[src/common/p9pf_consts.svh]
`ifndef P9PF_CONSTS_SVH
`define P9PF_CONSTS_SVH
// ----------------------------------------
// Register indices, byte address = index * 4
// ----------------------------------------
`define P9PF_DDR_IDX 16'hFFC0
`define P9PF_DR_IDX 16'hFFC1
`define P9PF_CTRL_IDX 16'hFFC2
// ----------------------------------------
// Reset values and fields
// ----------------------------------------
`define P9PF_DR_RST 8'h00
`define P9PF_DDR_RST_EXP 8'h40
`define P9PF_DDR_RST_SC 8'h00
`define P9PF_CTRL_DP_EN_BIT 0
`define P9PF_MODE_EXP1 2'h1
`define P9PF_MODE_EXP2 2'h2
`define P9PF_MODE_SC 2'h3
`define P9PF_PIN_RD 3
`define P9PF_PIN_WR 4
`define P9PF_PIN_ADDR 5
`define P9PF_PIN_CLK 6
`define P9PF_PIN_WT 7
`define P9PF_STROBE_MASK 8'h78
`endif

[src/common/p9pf_pkg.sv]
package p9pf_pkg;
  typedef enum logic [0:0] {P9PF_IDLE, P9PF_ACCESS} p9pf_apb_state_t;
  typedef logic [7:0] p9pf_byte_t;
endpackage : p9pf_pkg

[src/common/p9pf_mux_if.sv]
`timescale 1ns/100ps
interface p9pf_mux_if;
  logic mode_exp;
  logic slave;
  logic hw_standby;
  logic rd_n;
  logic wr_n;
  logic addr_stb_n;
  logic rdy_n;
  logic clk_lvl;
  p9pf_pkg::p9pf_byte_t ddr;
  p9pf_pkg::p9pf_byte_t dr;
  p9pf_pkg::p9pf_byte_t out_nx;
  p9pf_pkg::p9pf_byte_t oe_nx;
  p9pf_pkg::p9pf_byte_t pu_nx;
  p9pf_pkg::p9pf_byte_t strobe_mask;
  modport core (output mode_exp, slave, hw_standby, rd_n, wr_n, addr_stb_n, rdy_n, clk_lvl,
                output ddr, dr,
                input out_nx, oe_nx, pu_nx, strobe_mask);
  modport mux (input mode_exp, slave, hw_standby, rd_n, wr_n, addr_stb_n, rdy_n, clk_lvl,
               input ddr, dr,
               output out_nx, oe_nx, pu_nx, strobe_mask);
endinterface : p9pf_mux_if

[src/core/p9pf_port.sv]
`timescale 1ns/100ps
`include "p9pf_consts.svh"
// Summary of operation
// - Read of output pin returns latch
// - Read of input pin returns live level
// - Input pin pull-up follows data bit
// - Pins 0-2 feed interrupts, pin 0 trigger
// - Expanded modes: pins 3,4 drive strobes
// - Single-chip, no dual-port: pins 3,4 general
// - Slave: pins 3,4 take select, enable inputs
// - Pin 5 address strobe or ready output
// - Pin 6 drives system clock when selected
// - Pin 7 wait or write-enable input
// - Reset sets direction by operating mode
// - Hardware standby: all pins float, no pull-ups
// - Software standby holds pins, strobes high
// - Direction bit one makes pin output
module p9pf_port (
  // Clock and reset
  input wire logic pclk,
  input wire logic presetn,
  // APB slave
  input wire logic psel,
  input wire logic penable,
  input wire logic pwrite,
  input wire logic [31:0] paddr,
  input wire logic [31:0] pwdata,
  output logic [31:0] prdata,
  output logic pready,
  output logic pslverr,
  // Chip mode and standby
  input wire logic [1:0] mode_sel,
  input wire logic hw_standby,
  input wire logic sw_standby,
  // Bus controller and clock sources
  input wire logic rd_strobe_n,
  input wire logic wr_strobe_n,
  input wire logic address_strobe_n,
  input wire logic dp_ready_n,
  input wire logic sys_clk_level,
  // Port pins
  input wire logic [7:0] pin_in,
  output logic [7:0] pin_out,
  output logic [7:0] pin_oe,
  output logic [7:0] pin_pullup,
  // Signals taken from the pins
  output logic [2:0] irq_n,
  output logic adc_trigger_n,
  output logic bus_wait_n,
  output logic dp_select_n,
  output logic dp_output_en_n,
  output logic dp_write_en_n,
  // Control register view
  output logic dual_port_enable
);
  // ----------------------------------------
  // Decoding
  // ----------------------------------------
  function automatic logic addr_hit(input logic [31:0] a, input logic [15:0] idx);
    addr_hit = (a == {14'h0000, idx, 2'b00});
  endfunction : addr_hit

  function automatic logic is_expanded(input logic [1:0] md);
    is_expanded = (md == `P9PF_MODE_EXP1) || (md == `P9PF_MODE_EXP2);
  endfunction : is_expanded

  p9pf_pkg::p9pf_apb_state_t state_reg;
  p9pf_pkg::p9pf_byte_t port_direction_bits;
  p9pf_pkg::p9pf_byte_t port_data_latch;
  logic dp_enable_reg;
  logic init_done_reg;
  logic [31:0] prdata_reg;
  logic pready_reg;
  logic pslverr_reg;
  logic [7:0] pin_out_reg;
  logic [7:0] pin_oe_reg;
  logic [7:0] pin_pullup_reg;
  logic [2:0] irq_n_reg;
  logic adc_trigger_n_reg;
  logic bus_wait_n_reg;
  logic dp_select_n_reg;
  logic dp_output_en_n_reg;
  logic dp_write_en_n_reg;
  logic setup;
  logic wr_take;
  logic hit_ddr;
  logic hit_dr;
  logic hit_ctrl;
  logic mode_exp;
  logic slave;
  p9pf_pkg::p9pf_byte_t read_view;

  p9pf_mux_if mx ();

  assign setup = psel && !penable;
  assign wr_take = psel && penable && pready_reg && pwrite;
  assign hit_ddr = addr_hit(paddr, `P9PF_DDR_IDX);
  assign hit_dr = addr_hit(paddr, `P9PF_DR_IDX);
  assign hit_ctrl = addr_hit(paddr, `P9PF_CTRL_IDX);
  assign mode_exp = is_expanded(mode_sel);
  assign slave = !mode_exp && dp_enable_reg;
  // Outputs read the latch, inputs bypass it
  assign read_view = (port_direction_bits & port_data_latch) |
                     (~port_direction_bits & pin_in);

  // ----------------------------------------
  // APB slave: one wait-free access phase
  // ----------------------------------------
  always_ff @(posedge pclk or negedge presetn) begin
    if (!presetn) begin
      state_reg <= p9pf_pkg::P9PF_IDLE;
    end else begin
      case (state_reg)
        p9pf_pkg::P9PF_IDLE: begin
          if (setup) begin
            state_reg <= p9pf_pkg::P9PF_ACCESS;
          end
        end
        p9pf_pkg::P9PF_ACCESS: begin
          state_reg <= p9pf_pkg::P9PF_IDLE;
        end
        default: begin
          state_reg <= p9pf_pkg::P9PF_IDLE;
        end
      endcase
    end
  end

  always_ff @(posedge pclk or negedge presetn) begin
    if (!presetn) begin
      pready_reg <= 1'b0;
      pslverr_reg <= 1'b0;
      prdata_reg <= 32'h0000_0000;
    end else begin
      pready_reg <= setup;
      pslverr_reg <= setup && !(hit_ddr || hit_dr || hit_ctrl);
      if (setup && !pwrite) begin
        // Direction register is write-only and reads as zero
        if (hit_dr) begin
          prdata_reg <= {24'h00_0000, read_view};
        end else if (hit_ctrl) begin
          prdata_reg <= {31'h0000_0000, dp_enable_reg};
        end else begin
          prdata_reg <= 32'h0000_0000;
        end
      end
    end
  end

  // ----------------------------------------
  // Port registers
  // ----------------------------------------
  // The mode strap is caught on the first edge after release, never under reset
  always_ff @(posedge pclk or negedge presetn) begin
    if (!presetn) begin
      init_done_reg <= 1'b0;
      port_direction_bits <= `P9PF_DDR_RST_SC;
    end else if (!init_done_reg) begin
      init_done_reg <= 1'b1;
      port_direction_bits <= mode_exp ? `P9PF_DDR_RST_EXP : `P9PF_DDR_RST_SC;
    end else if (wr_take && hit_ddr) begin
      port_direction_bits <= pwdata[7:0];
    end
  end

  always_ff @(posedge pclk or negedge presetn) begin
    if (!presetn) begin
      port_data_latch <= `P9PF_DR_RST;
    end else if (wr_take && hit_dr) begin
      port_data_latch <= pwdata[7:0];
    end
  end

  always_ff @(posedge pclk or negedge presetn) begin
    if (!presetn) begin
      dp_enable_reg <= 1'b0;
    end else if (wr_take && hit_ctrl) begin
      dp_enable_reg <= pwdata[`P9PF_CTRL_DP_EN_BIT];
    end
  end

  // ----------------------------------------
  // Pin function mux
  // ----------------------------------------
  assign mx.mode_exp = mode_exp;
  assign mx.slave = slave;
  assign mx.hw_standby = hw_standby;
  assign mx.rd_n = rd_strobe_n;
  assign mx.wr_n = wr_strobe_n;
  assign mx.addr_stb_n = address_strobe_n;
  assign mx.rdy_n = dp_ready_n;
  assign mx.clk_lvl = sys_clk_level;
  assign mx.ddr = port_direction_bits;
  assign mx.dr = port_data_latch;

  p9pf_pin_mux u_mux (
    .m (mx.mux)
  );

  // Strobes idle high under reset; the mux takes over one edge later
  always_ff @(posedge pclk or negedge presetn) begin
    if (!presetn) begin
      pin_out_reg <= 8'hFF;
      pin_oe_reg <= 8'h00;
      pin_pullup_reg <= 8'h00;
    end else if (hw_standby) begin
      pin_out_reg <= mx.out_nx;
      pin_oe_reg <= mx.oe_nx;
      pin_pullup_reg <= mx.pu_nx;
    end else if (sw_standby) begin
      // Hold everything, park strobes and clock high
      pin_out_reg <= pin_out_reg | mx.strobe_mask;
    end else begin
      pin_out_reg <= mx.out_nx;
      pin_oe_reg <= mx.oe_nx;
      pin_pullup_reg <= mx.pu_nx;
    end
  end

  // Pin levels feed their consumers regardless of the direction bit
  always_ff @(posedge pclk or negedge presetn) begin
    if (!presetn) begin
      irq_n_reg <= 3'h7;
      adc_trigger_n_reg <= 1'b1;
      bus_wait_n_reg <= 1'b1;
      dp_select_n_reg <= 1'b1;
      dp_output_en_n_reg <= 1'b1;
      dp_write_en_n_reg <= 1'b1;
    end else begin
      irq_n_reg <= {pin_in[0], pin_in[1], pin_in[2]};
      adc_trigger_n_reg <= pin_in[0];
      bus_wait_n_reg <= mode_exp ? pin_in[`P9PF_PIN_WT] : 1'b1;
      dp_write_en_n_reg <= slave ? pin_in[`P9PF_PIN_WT] : 1'b1;
      dp_select_n_reg <= slave ? pin_in[`P9PF_PIN_RD] : 1'b1;
      dp_output_en_n_reg <= slave ? pin_in[`P9PF_PIN_WR] : 1'b1;
    end
  end

  assign prdata = prdata_reg;
  assign pready = pready_reg;
  assign pslverr = pslverr_reg;
  assign pin_out = pin_out_reg;
  assign pin_oe = pin_oe_reg;
  assign pin_pullup = pin_pullup_reg;
  assign irq_n = irq_n_reg;
  assign adc_trigger_n = adc_trigger_n_reg;
  assign bus_wait_n = bus_wait_n_reg;
  assign dp_select_n = dp_select_n_reg;
  assign dp_output_en_n = dp_output_en_n_reg;
  assign dp_write_en_n = dp_write_en_n_reg;
  assign dual_port_enable = dp_enable_reg;

  // ----------------------------------------
  // Assertions
  // ----------------------------------------
  logic active;
  assign active = init_done_reg && !hw_standby && !sw_standby;
endmodule : p9pf_port

[src/core/p9pf_pin_mux.sv]
`timescale 1ns/100ps
`include "p9pf_consts.svh"
module p9pf_pin_mux (
  p9pf_mux_if.mux m
);
  // ----------------------------------------
  // Per-pin function selection
  // ----------------------------------------
  always_comb begin
    // General purpose by default
    m.oe_nx = m.ddr;
    m.out_nx = m.dr;
    m.pu_nx = ~m.ddr & m.dr;
    m.strobe_mask = 8'h00;
    if (m.mode_exp) begin
      m.oe_nx[`P9PF_PIN_RD] = 1'b1;
      m.oe_nx[`P9PF_PIN_WR] = 1'b1;
      m.out_nx[`P9PF_PIN_RD] = m.rd_n;
      m.out_nx[`P9PF_PIN_WR] = m.wr_n;
      m.pu_nx[`P9PF_PIN_RD] = 1'b0;
      m.pu_nx[`P9PF_PIN_WR] = 1'b0;
      m.oe_nx[`P9PF_PIN_ADDR] = 1'b1;
      m.out_nx[`P9PF_PIN_ADDR] = m.addr_stb_n;
      m.pu_nx[`P9PF_PIN_ADDR] = 1'b0;
      m.oe_nx[`P9PF_PIN_CLK] = 1'b1;
      m.out_nx[`P9PF_PIN_CLK] = m.clk_lvl;
      m.pu_nx[`P9PF_PIN_CLK] = 1'b0;
      m.oe_nx[`P9PF_PIN_WT] = 1'b0;
      m.strobe_mask = `P9PF_STROBE_MASK;
    end else begin
      // Single-chip: pin 6 is input or clock by its direction bit
      if (m.ddr[`P9PF_PIN_CLK]) begin
        m.out_nx[`P9PF_PIN_CLK] = m.clk_lvl;
        m.strobe_mask[`P9PF_PIN_CLK] = 1'b1;
      end
      if (m.slave) begin
        m.oe_nx[`P9PF_PIN_RD] = 1'b0;
        m.oe_nx[`P9PF_PIN_WR] = 1'b0;
        m.oe_nx[`P9PF_PIN_WT] = 1'b0;
        m.oe_nx[`P9PF_PIN_ADDR] = 1'b1;
        m.out_nx[`P9PF_PIN_ADDR] = m.rdy_n;
        m.pu_nx[`P9PF_PIN_ADDR] = 1'b0;
      end
    end
    if (m.hw_standby) begin
      m.oe_nx = 8'h00;
      m.pu_nx = 8'h00;
    end
  end
endmodule : p9pf_pin_mux

[config.mk]
export PLATFORM = sky130hd
export DESIGN_NAME = p9pf_port
export DESIGN_NICKNAME = d
export VERILOG_FILES = /design/src/common/p9pf_pkg.sv /design/src/common/p9pf_mux_if.sv /design/src/core/p9pf_port.sv /design/src/core/p9pf_pin_mux.sv
export VERILOG_INCLUDE_DIRS = /design/src /design/src/common
export SDC_FILE = /design/constraint.sdc
export NUM_CORES = 1
export LEC_CHECK = 0
export BUFFER_PORTS_ARGS = -buffer_cell sky130_fd_sc_hd__buf_2
export CAP_MARGIN = 20
export CORE_MARGIN = 8
export CORE_UTILIZATION = 49
export DETAILED_ROUTE_END_ITERATION = 10
export HOLD_SLACK_MARGIN = 0.12
export PLACE_DENSITY = 0.85
export RECOVER_POWER = 100
export SLEW_MARGIN = 30
export SYNTH_ARGS = -nofsm -noshare
export SYNTH_HDL_FRONTEND = slang
export SYNTH_HIERARCHICAL = 1
export SYNTH_SLANG_ARGS = --single-unit
[constraint.sdc]
create_clock -name pclk -period 3.25 [get_ports pclk]
set_input_delay 0.4875 -clock pclk [delete_from_list [all_inputs] [get_ports pclk]]
set_output_delay 0.4875 -clock pclk [all_outputs]
set_load 0.03 [all_outputs]
Word level (Yosys, flattened, before mapping). Cells that the tools add are included.

Output and inout bits: 67. Logic and storage cells: 79. Flip-flop bits (word level): 84. Memories kept: 0. Memory bits (writable): 0. Latch bits: 0. Input bits: 86. ROM bits: 0.

Add/sub/neg operators: 0. Bitwise logic cells: 6. $lt $le $gt $ge: 0. $mul: 0. Shifts and indexed selects: 0. Reductions and logical operators: 17. Div/mod/pow operators: 0. Equality and inequality tests: 7. Muxes and demuxes: 33.

Operator list (number): == test 32 x 18 -> 1 bit (second input constant) (3); 2-to-1 mux 8 bit (11); AND 8 bit (3); 2-to-1 mux 1 bit (15); logical AND 1 bit (10); NOT 8 bit (1); OR 8 x 7 -> 8 bit (1); OR 8 bit (1); 2-to-1 mux 7 bit (1); 2-to-1 mux 2 bit (3); 2-to-1 mux 3 bit (2); 2-to-1 mux 6 bit (1); zero test 1 bit (4); logical OR 1 bit (3); == test 2 x 1 -> 1 bit (second input constant) (1); == test 2 bit (second input constant) (1); inequality test 2 x 1 -> 1 bit (second input constant) (1); inequality test 2 bit (second input constant) (1).

Depth between registers and ports, before layout. Gate-level depths: netlist of run 1.

Depth in word-level cells: 9. Depth in mapped cells: 7.

By module. Netlist of run 1, hierarchy kept.

By module, submodules not included: p9pf_port (sequential area each 1495.2 um^2, cells each 231, times used 1, area each 2693.8 um^2); p9pf_pin_mux (sequential area each 0.0 um^2, cells each 45, times used 1, area each 309.0 um^2).

Worst setup path after synthesis of run 1. Ideal clock, no wire load.

Kind: in2reg. Start: input paddr[26]. End: register port_data_latch[0] (netlist: mx.dr[0]). Slack: 1375 ps. Arrival time: 1750 ps. Setup time: 125 ps. Cell stages on the path: 5. Path buffers: 0. Path through: nor4_1 > nand4_1 > nor4_2 > nand2_2 > mux2_2.

Cells in the longest elaborated chain, start to end: 2.

RTL lines: from (decl) (line p9pf_port.sv:26) `input wire logic [31:0] paddr,`; == test 32 x 18 -> 1 bit (line p9pf_port.sv:60) `addr_hit = (a == {14'h0000, idx, 2'b00});`; logical AND 1 bit (line p9pf_port.sv:169) `end else if (wr_take && hit_dr) begin`; to (signal assigned) (line p9pf_port.sv:168) `` port_data_latch <= `P9PF_DR_RST; ``; to (signal assigned) (line p9pf_port.sv:170) `port_data_latch <= pwdata[7:0];`; to (decl) (line p9pf_port.sv:69) `p9pf_pkg::p9pf_byte_t port_data_latch;`.

No other way between the ends. A chain may end at the register's enable or synchronous reset.

Final worst setup path of run 1.
Start: input hw_standby. End: register pin_oe_reg[5] (netlist: pin_oe[5]).

Cells in the longest elaborated chain, start to end: 3.

RTL lines: from (decl) (line p9pf_port.sv:33) `input wire logic hw_standby,`; 2-to-1 mux 8 bit (line p9pf_pin_mux.sv:45) `if (m.hw_standby) begin`; 2-to-1 mux 8 bit (line p9pf_port.sv:210) `end else if (sw_standby) begin`; 2-to-1 mux 8 bit (line p9pf_port.sv:206) `end else if (hw_standby) begin`; to (signal assigned) (line p9pf_port.sv:208) `pin_oe_reg <= mx.oe_nx;`; to (signal assigned) (line p9pf_port.sv:215) `pin_oe_reg <= mx.oe_nx;`; to (decl) (line p9pf_port.sv:76) `logic [7:0] pin_oe_reg;`.

Several ways; a longest one is shown, not always the timed one. The select of a mux whose other input is x is not followed.

==> results.txt, run 1 <==
Peak VDD IR: 0.000309 V
remaining antenna violation count: 0
post-synth cell types: 38
final net count: 461
Port Buffers: 104
Final Util: 0.603
Rows: 28
clock root cell: clkbuf_8
WL per Instance: 16.5 µm
multi-input logic area: 1230 µm²
worst-margin pin slew: 1.82 ns
Critical Path Source Type: input pin
RSZ-0062 raised after global routing: no
layout cells sized above 1: 0.311
# hold bufs at CTS: 0
Die Y: 94.3 µm
setup TNS: 0 ns
Seq/Total Area, Yosys: 0.498
Final min period: 2.53 ns
max-slew violations: 37
vias: 2315
setup violators final: 0
Hold Crit Class: input pin to flip-flop
synthesis-stage register bit count: 59
CTS tree: yes
synthesized area: 3000 µm²
violated checks: max-capacitance violations, max-slew violations
htree depth: 3
Gates resized, CTS repair: 0
crit end category: flip-flop
IO Pins: 153
Cells after DPL: 439
Worst setup startpoint: hw_standby
status: finished, violations left
# fillers: 559
clk_lat worst skew: 0.33 ns
Ys Warns: 6
Worst Skew: 0.0110 ns
Critical Path AT: 2.74 ns
detailed-route wire length: 7500 µm
power per cell area: 522 nW/µm²
die span in x: 94.3 µm
Mapped Avg Cell Area: 10.9 µm²
Pleak: 1.71 nW
fin cells: 455
total CTS buffers: 9
starting density of the core: 0.507
GRT overflow: 0
drt initial violations: 73
Mapped Cells: 276
vias per cell: 5.09
post-CTS setup buffers: 0
initial antenna violation count: 0
GRT Total Usage: 0.178
final hold viol count: 0
hold slack: 0.257 ns
Reg-to-Reg Start: dual_port_enable$_DFFE_PN0P_
largest net degree at the start of global routing: 37
TritonCTS Sinks: 59
CTS max path bufs: 2
max_cap viols: 1
Crit Path Class: input pin to flip-flop
routability cong.: 0.777
layout overhead on the synthesized area: 18.8%
residual DRC count: 0
critical path fanouts, max: 26
FF/Latch Area: 1500 µm²
first-pass GRT wire length: 12200 µm
worst rel slew slack: -0.216
vias in the first global route: 2478
hpwl dp: 5690 µm
f_max: 395 MHz
DRT Pass-1 Iters: 4
DIE AREA: 8890 µm²
Worst Hold Launch: pin_in[1]
core area: 5920 µm²
Tcrit/Tclk final: 0.778
ant diodes: 0
Worst-path clk slew: 0.06 ns
Crit path required time: 3.46 ns
## stage by stage
| step | area [µm²] | setup slack (ns) | total power, mW |
|---|---|---|---|
| final | 3570 | 0.721 | 1.86 |
| after global routing | 3570 | 0.568 | 1.94 |
| after CTS | 3670 | 1.34 | 1.89 |
| after detailed placement | 3420 | 1.00 | 1.01 |
| after global placement | 3420 | 1.08 | 1.01 |
| after floorplan | 3100 | 1.38 | 0.957 |
## layer usage
layer | vias to the layer above | global-route usage | share of wire
met5 | - | 0 | 0
li1 | 1074 | - | -
met1 | 1127 | 0.193 | 0.36
met2 | 94 | 0.309 | 0.53
met3 | 20 | 0.0456 | 0.083
met4 | 0 | 0.0978 | 0.026
## Yosys cell counts
| library cell | instances | area share |
|---|---|---|
| buf_6 | 2 | 0.0075 |
| nand2_1 | 35 | 0.044 |
| or3_1 | 3 | 0.0063 |
| a22oi_1 | 1 | 0.0025 |
| o22ai_1 | 1 | 0.0021 |
| o21ai_0 | 17 | 0.028 |
| a21boi_0 | 1 | 0.0025 |
| or4_1 | 1 | 0.0025 |
| mux2i_1 | 17 | 0.057 |
| a21oi_1 | 2 | 0.0033 |
| dfstp_2 | 15 | 0.13 |
| inv_1 | 5 | 0.0063 |
| buf_1 | 1 | 0.0012 |
| nor2b_1 | 4 | 0.0083 |
| nand2_2 | 2 | 0.0042 |
| mux2_2 | 27 | 0.10 |
| and2_1 | 1 | 0.0021 |
| nand4_1 | 2 | 0.0042 |
| nand3_2 | 1 | 0.0033 |
| nor4b_1 | 5 | 0.015 |
| nor4_4 | 1 | 0.0071 |
| nor2_1 | 13 | 0.016 |
| and4b_1 | 1 | 0.0033 |
| buf_4 | 36 | 0.090 |
| nor4_1 | 3 | 0.0063 |
| nor4_2 | 3 | 0.013 |
| nand2b_1 | 8 | 0.017 |
| and4_1 | 2 | 0.0058 |
| nor4b_2 | 1 | 0.0050 |
| dfrtp_1 | 44 | 0.37 |
| or2_2 | 2 | 0.0042 |
| nand3_1 | 1 | 0.0017 |
| nand3b_1 | 1 | 0.0025 |
| clkbuf_1 | 6 | 0.0075 |
| xor2_1 | 1 | 0.0029 |
| nor3b_1 | 5 | 0.013 |
| conb_1 | 3 | 0.0037 |
| nor3_1 | 2 | 0.0033 |
## worst max-delay path, cell delays in order
cell and delay, ns:
clkbuf_1 0.57, nand2b_1 0.32, clkbuf_1 0.92, mux2_2 0.43
## cell type report
type | instances | area share
clock buffers | 11 | 0.0368
clock inverters | 5 | 0.0351
inverters | 5 | 0.00526
multi-input cells | 193 | 0.345
flip-flops and latches | 59 | 0.419
well taps | 75 | 0.0263
repair buffers | 107 | 0.133
## worst paths after layout
kind | to | slack (ns) | cells after the start
worst max-delay path | pin_oe[5]$_DFFE_PN0P_ | 0.72 | 4
worst min register to register | prdata[3]$_DFFE_PN0P_ | 0.47 | 2
worst min-delay path | irq_n[1]$_DFF_PN1_ | 0.26 | 1
min in group asynchronous | mx.dr[7]$_DFFE_PN0P_ | 0.65 | 1
worst max register to register | pin_out[5]$_DFF_PN1_ | 1.59 | 7
max in group asynchronous | prdata[0]$_DFFE_PN0P_ | 1.17 | 2
## placed cells by master, fill, tap and decap left out, types with 3 or more instances in the layout
cell,Yosys,layout
buf_2,0,57
clkbuf_1,6,51
dfrtp_1,44,44
nand2_1,35,37
conb_1,3,29
mux2_2,27,27
o21ai_0,17,17
mux2i_1,17,17
dfstp_2,15,15
nor2_1,13,13
clkbuf_8,0,9
nand2b_1,8,8
nor4_1,3,6
inv_1,5,5
nor4b_1,5,5
nor3b_1,5,5
nor2b_1,4,4
bufinv_16,0,4
or3_1,3,3
## cell families (layout without fill, tap and decap cells)
| logic type | count (synthesis) | count (layout) | share of synthesized area |
|---|---|---|---|
| other | 3 | 29 | 0.00375 |
| AND/OR/NAND/NOR | 97 | 97 | 0.186 |
| XOR/XNOR | 1 | 1 | 0.00292 |
| multiplexers | 44 | 44 | 0.158 |
| buffers and inverters | 50 | 128 | 0.112 |
| flip-flops | 59 | 59 | 0.498 |
| AO/OA/AOI/OAI | 22 | 22 | 0.0388 |
## power breakdown
group	leakage (nW)	total [mW]	switching, mW	internal (mW)
registers	0.761	0.777	0.0139	0.763
clock network	0.128	0.871	0.284	0.587
logic	0.824	0.214	0.151	0.0632
No activity file was read; power rests on OpenSTA's default activity.
==> run 2, diff against run 1 <==
- CORE_UTILIZATION: 49 -> 46
- PLACE_DENSITY: 0.85 -> 0.81
- clock period: 3.25 -> 2.6 ns (I/O delays scaled with it)
==> run 2 against run 1 <==
Net effect: the flow now finishes without violations; routed wire length rose by 1.4%; sequential cell count did not move; register-to-register slack got worse by 0.59 ns; cell area fell by 1.1%; via count fell by 1.0%; clock skew fell by 0.0017 ns.
==> results.txt, run 2 (synthesis results as in run 1) <==
WL per Instance: 16.6 µm
Worst Reg-to-Reg Cells: 7
DIE AREA: 9370 µm²
Final Util: 0.556
most frequent cells in the layout: buf_2, clkbuf_1, dfrtp_1
residual DRC count: 0
Port Buffers: 104
Cells after DPL: 441
layout overhead on the synthesized area: 17.5%
core area: 6350 µm²
fin cells: 459
Final min period: 1.90 ns
f_max: 527 MHz
Rows: 29
Design Power: 2.00 mW
clk_lat worst skew: 0.34 ns
RSZ-0062 raised after global routing: no
Worst Hold Launch: pin_in[1]
setup violators final: 0
vias in the first global route: 2568
drt initial violations: 103
vias per cell: 4.99
Hold Crit Class: input pin to flip-flop
detailed-route wire length: 7600 µm
htree depth: 3
TritonCTS Sinks: 59
GRT Total Usage: 0.165
setup TNS: 0 ns
pre-CTS WS: 0.493 ns
worst hold path depth: 1
vias: 2291
Pleak: 1.70 nW
starting density of the core: 0.473
Die Y: 96.8 µm
first-pass GRT wire length: 12600 µm
CP peak stage delay: 0.43 ns
Tcrit/Tclk final: 0.730
cell-by-cell trace of the critical path: buf_2 > nor4_1 > nand4_1 > nor4_4 > nand2_1 > mux2i_1
Peak VDD IR: 0.000338 V
final hold viol count: 0
clock root cell: clkbuf_8
largest net degree at the start of global routing: 32
max_cap viols: 0
Gates resized, CTS repair: 0
GRT overflow: 0
status: finished, final reports clean
Worst setup startpoint: paddr[26]
Worst Skew: 0.00934 ns
total CTS buffers: 9
worst-margin pin slew: 0.862 ns
Slowest-stage cell, CP: nor4_4
power per cell area: 568 nW/µm²
Crit path required time: 2.84 ns
commonest non-fill, non-tap cell in the layout: buf_2
Critical Path Source Type: input pin
crit end category: flip-flop
DRT Pass-1 Iters: 4
Crit Path Class: input pin to flip-flop
CTS tree: yes
initial antenna violation count: 1
final net count: 462
Worst-path clk slew: 0.06 ns
CTS max path bufs: 2
routability cong.: 0.775
max-slew violations: 0
worst rel slew slack: 0.425
layout cells sized above 1: 0.318
remaining antenna violation count: 0
IO Pins: 153
PnR worst setup slack: 0.703 ns
# fillers: 595
die span in x: 96.8 µm
Critical Path AT: 2.13 ns
Reg-to-Reg Start: dual_port_enable$_DFFE_PN0P_
critical path fanouts, max: 7
hpwl dp: 5790 µm
==> run 2: cell types whose count changed in the layout (fill, tap and decap cells not counted) <==
cell / change
clkbuf_8: +3
and2_0: +1
nor4_4: +1
clkbuf_1: -2
clkinv_2: +1
bufinv_16: -4
dlygate4sd3_1: +1
buf_2: +1
nor4_1: -1
and2_1: -1
diode_2: +1
buf_4: +1
==> run 2: area by class of cell <==
cell class	count	area (µm²)	area share
sequential	59	1500	0.424
multi-input combinational	193	1240	0.353
timing repair buffer	108	489	0.139
clock buffer	14	173	0.0489
tap	77	96.3	0.0273
inverter	5	18.8	0.00532
clock inverter	2	10.0	0.00284
antenna	1	2.50	0.000709
==> run 2: metal layers <==
layer	global-route usage	part of all wire	wire, µm
met1	0.166	0.37	2830
met2	0.297	0.53	4060
met4	0.0627	0.024	179
met5	0	0	0
met3	0.0661	0.071	538
==> run 2: repair_timing <==
action,4_1_cts,5_1_grt
setup endpoints to repair,0,0
hold buffers,1,0
hold endpoints to repair,23,0
buffers inserted,0,0
==> run 2: per-stage QoR <==
| step | hold WS, ns | cell area, µm² |
|---|---|---|
| 3_5_place_dp | 0.463 | 3430 |
| 2_1_floorplan | 0.0944 | 3100 |
| 4_1_cts | 0.149 | 3630 |
| 6_report | 0.149 | 3530 |
| 3_3_place_gp | 0.458 | 3430 |
| 5_1_grt | 0.141 | 3530 |
==> run 2: final timing paths <==
check	endpoint	slack (ns)
worst max-delay path	mx.ddr[4]$_DFFE_PN0P_	0.70
worst min-delay path	irq_n[1]$_DFF_PN1_	0.15
worst max register to register	pin_out[5]$_DFF_PN1_	1.00
worst min register to register	prdata[2]$_DFFE_PN0P_	0.48
max in group asynchronous	mx.dr[6]$_DFFE_PN0P_	0.82
min in group asynchronous	pready$_DFF_PN0_	0.61
==> run 2: power breakdown <==
| group | total, mW | leakage [nW] | switching [mW] | internal, mW |
|---|---|---|---|---|
| Sequential | 0.972 | 0.761 | 0.0181 | 0.954 |
| Clock | 0.762 | 0.0965 | 0.341 | 0.421 |
| Combinational | 0.271 | 0.847 | 0.190 | 0.0806 |
| Total | 2.00 | 1.70 | 0.549 | 1.46 |
==> run 2: critical path: cells and delay by family <==
family | cells | cell delay, ns
buffers and inverters | 1 | 0.10
muxes | 1 | 0.30
and+or+nand+nor | 4 | 1.35
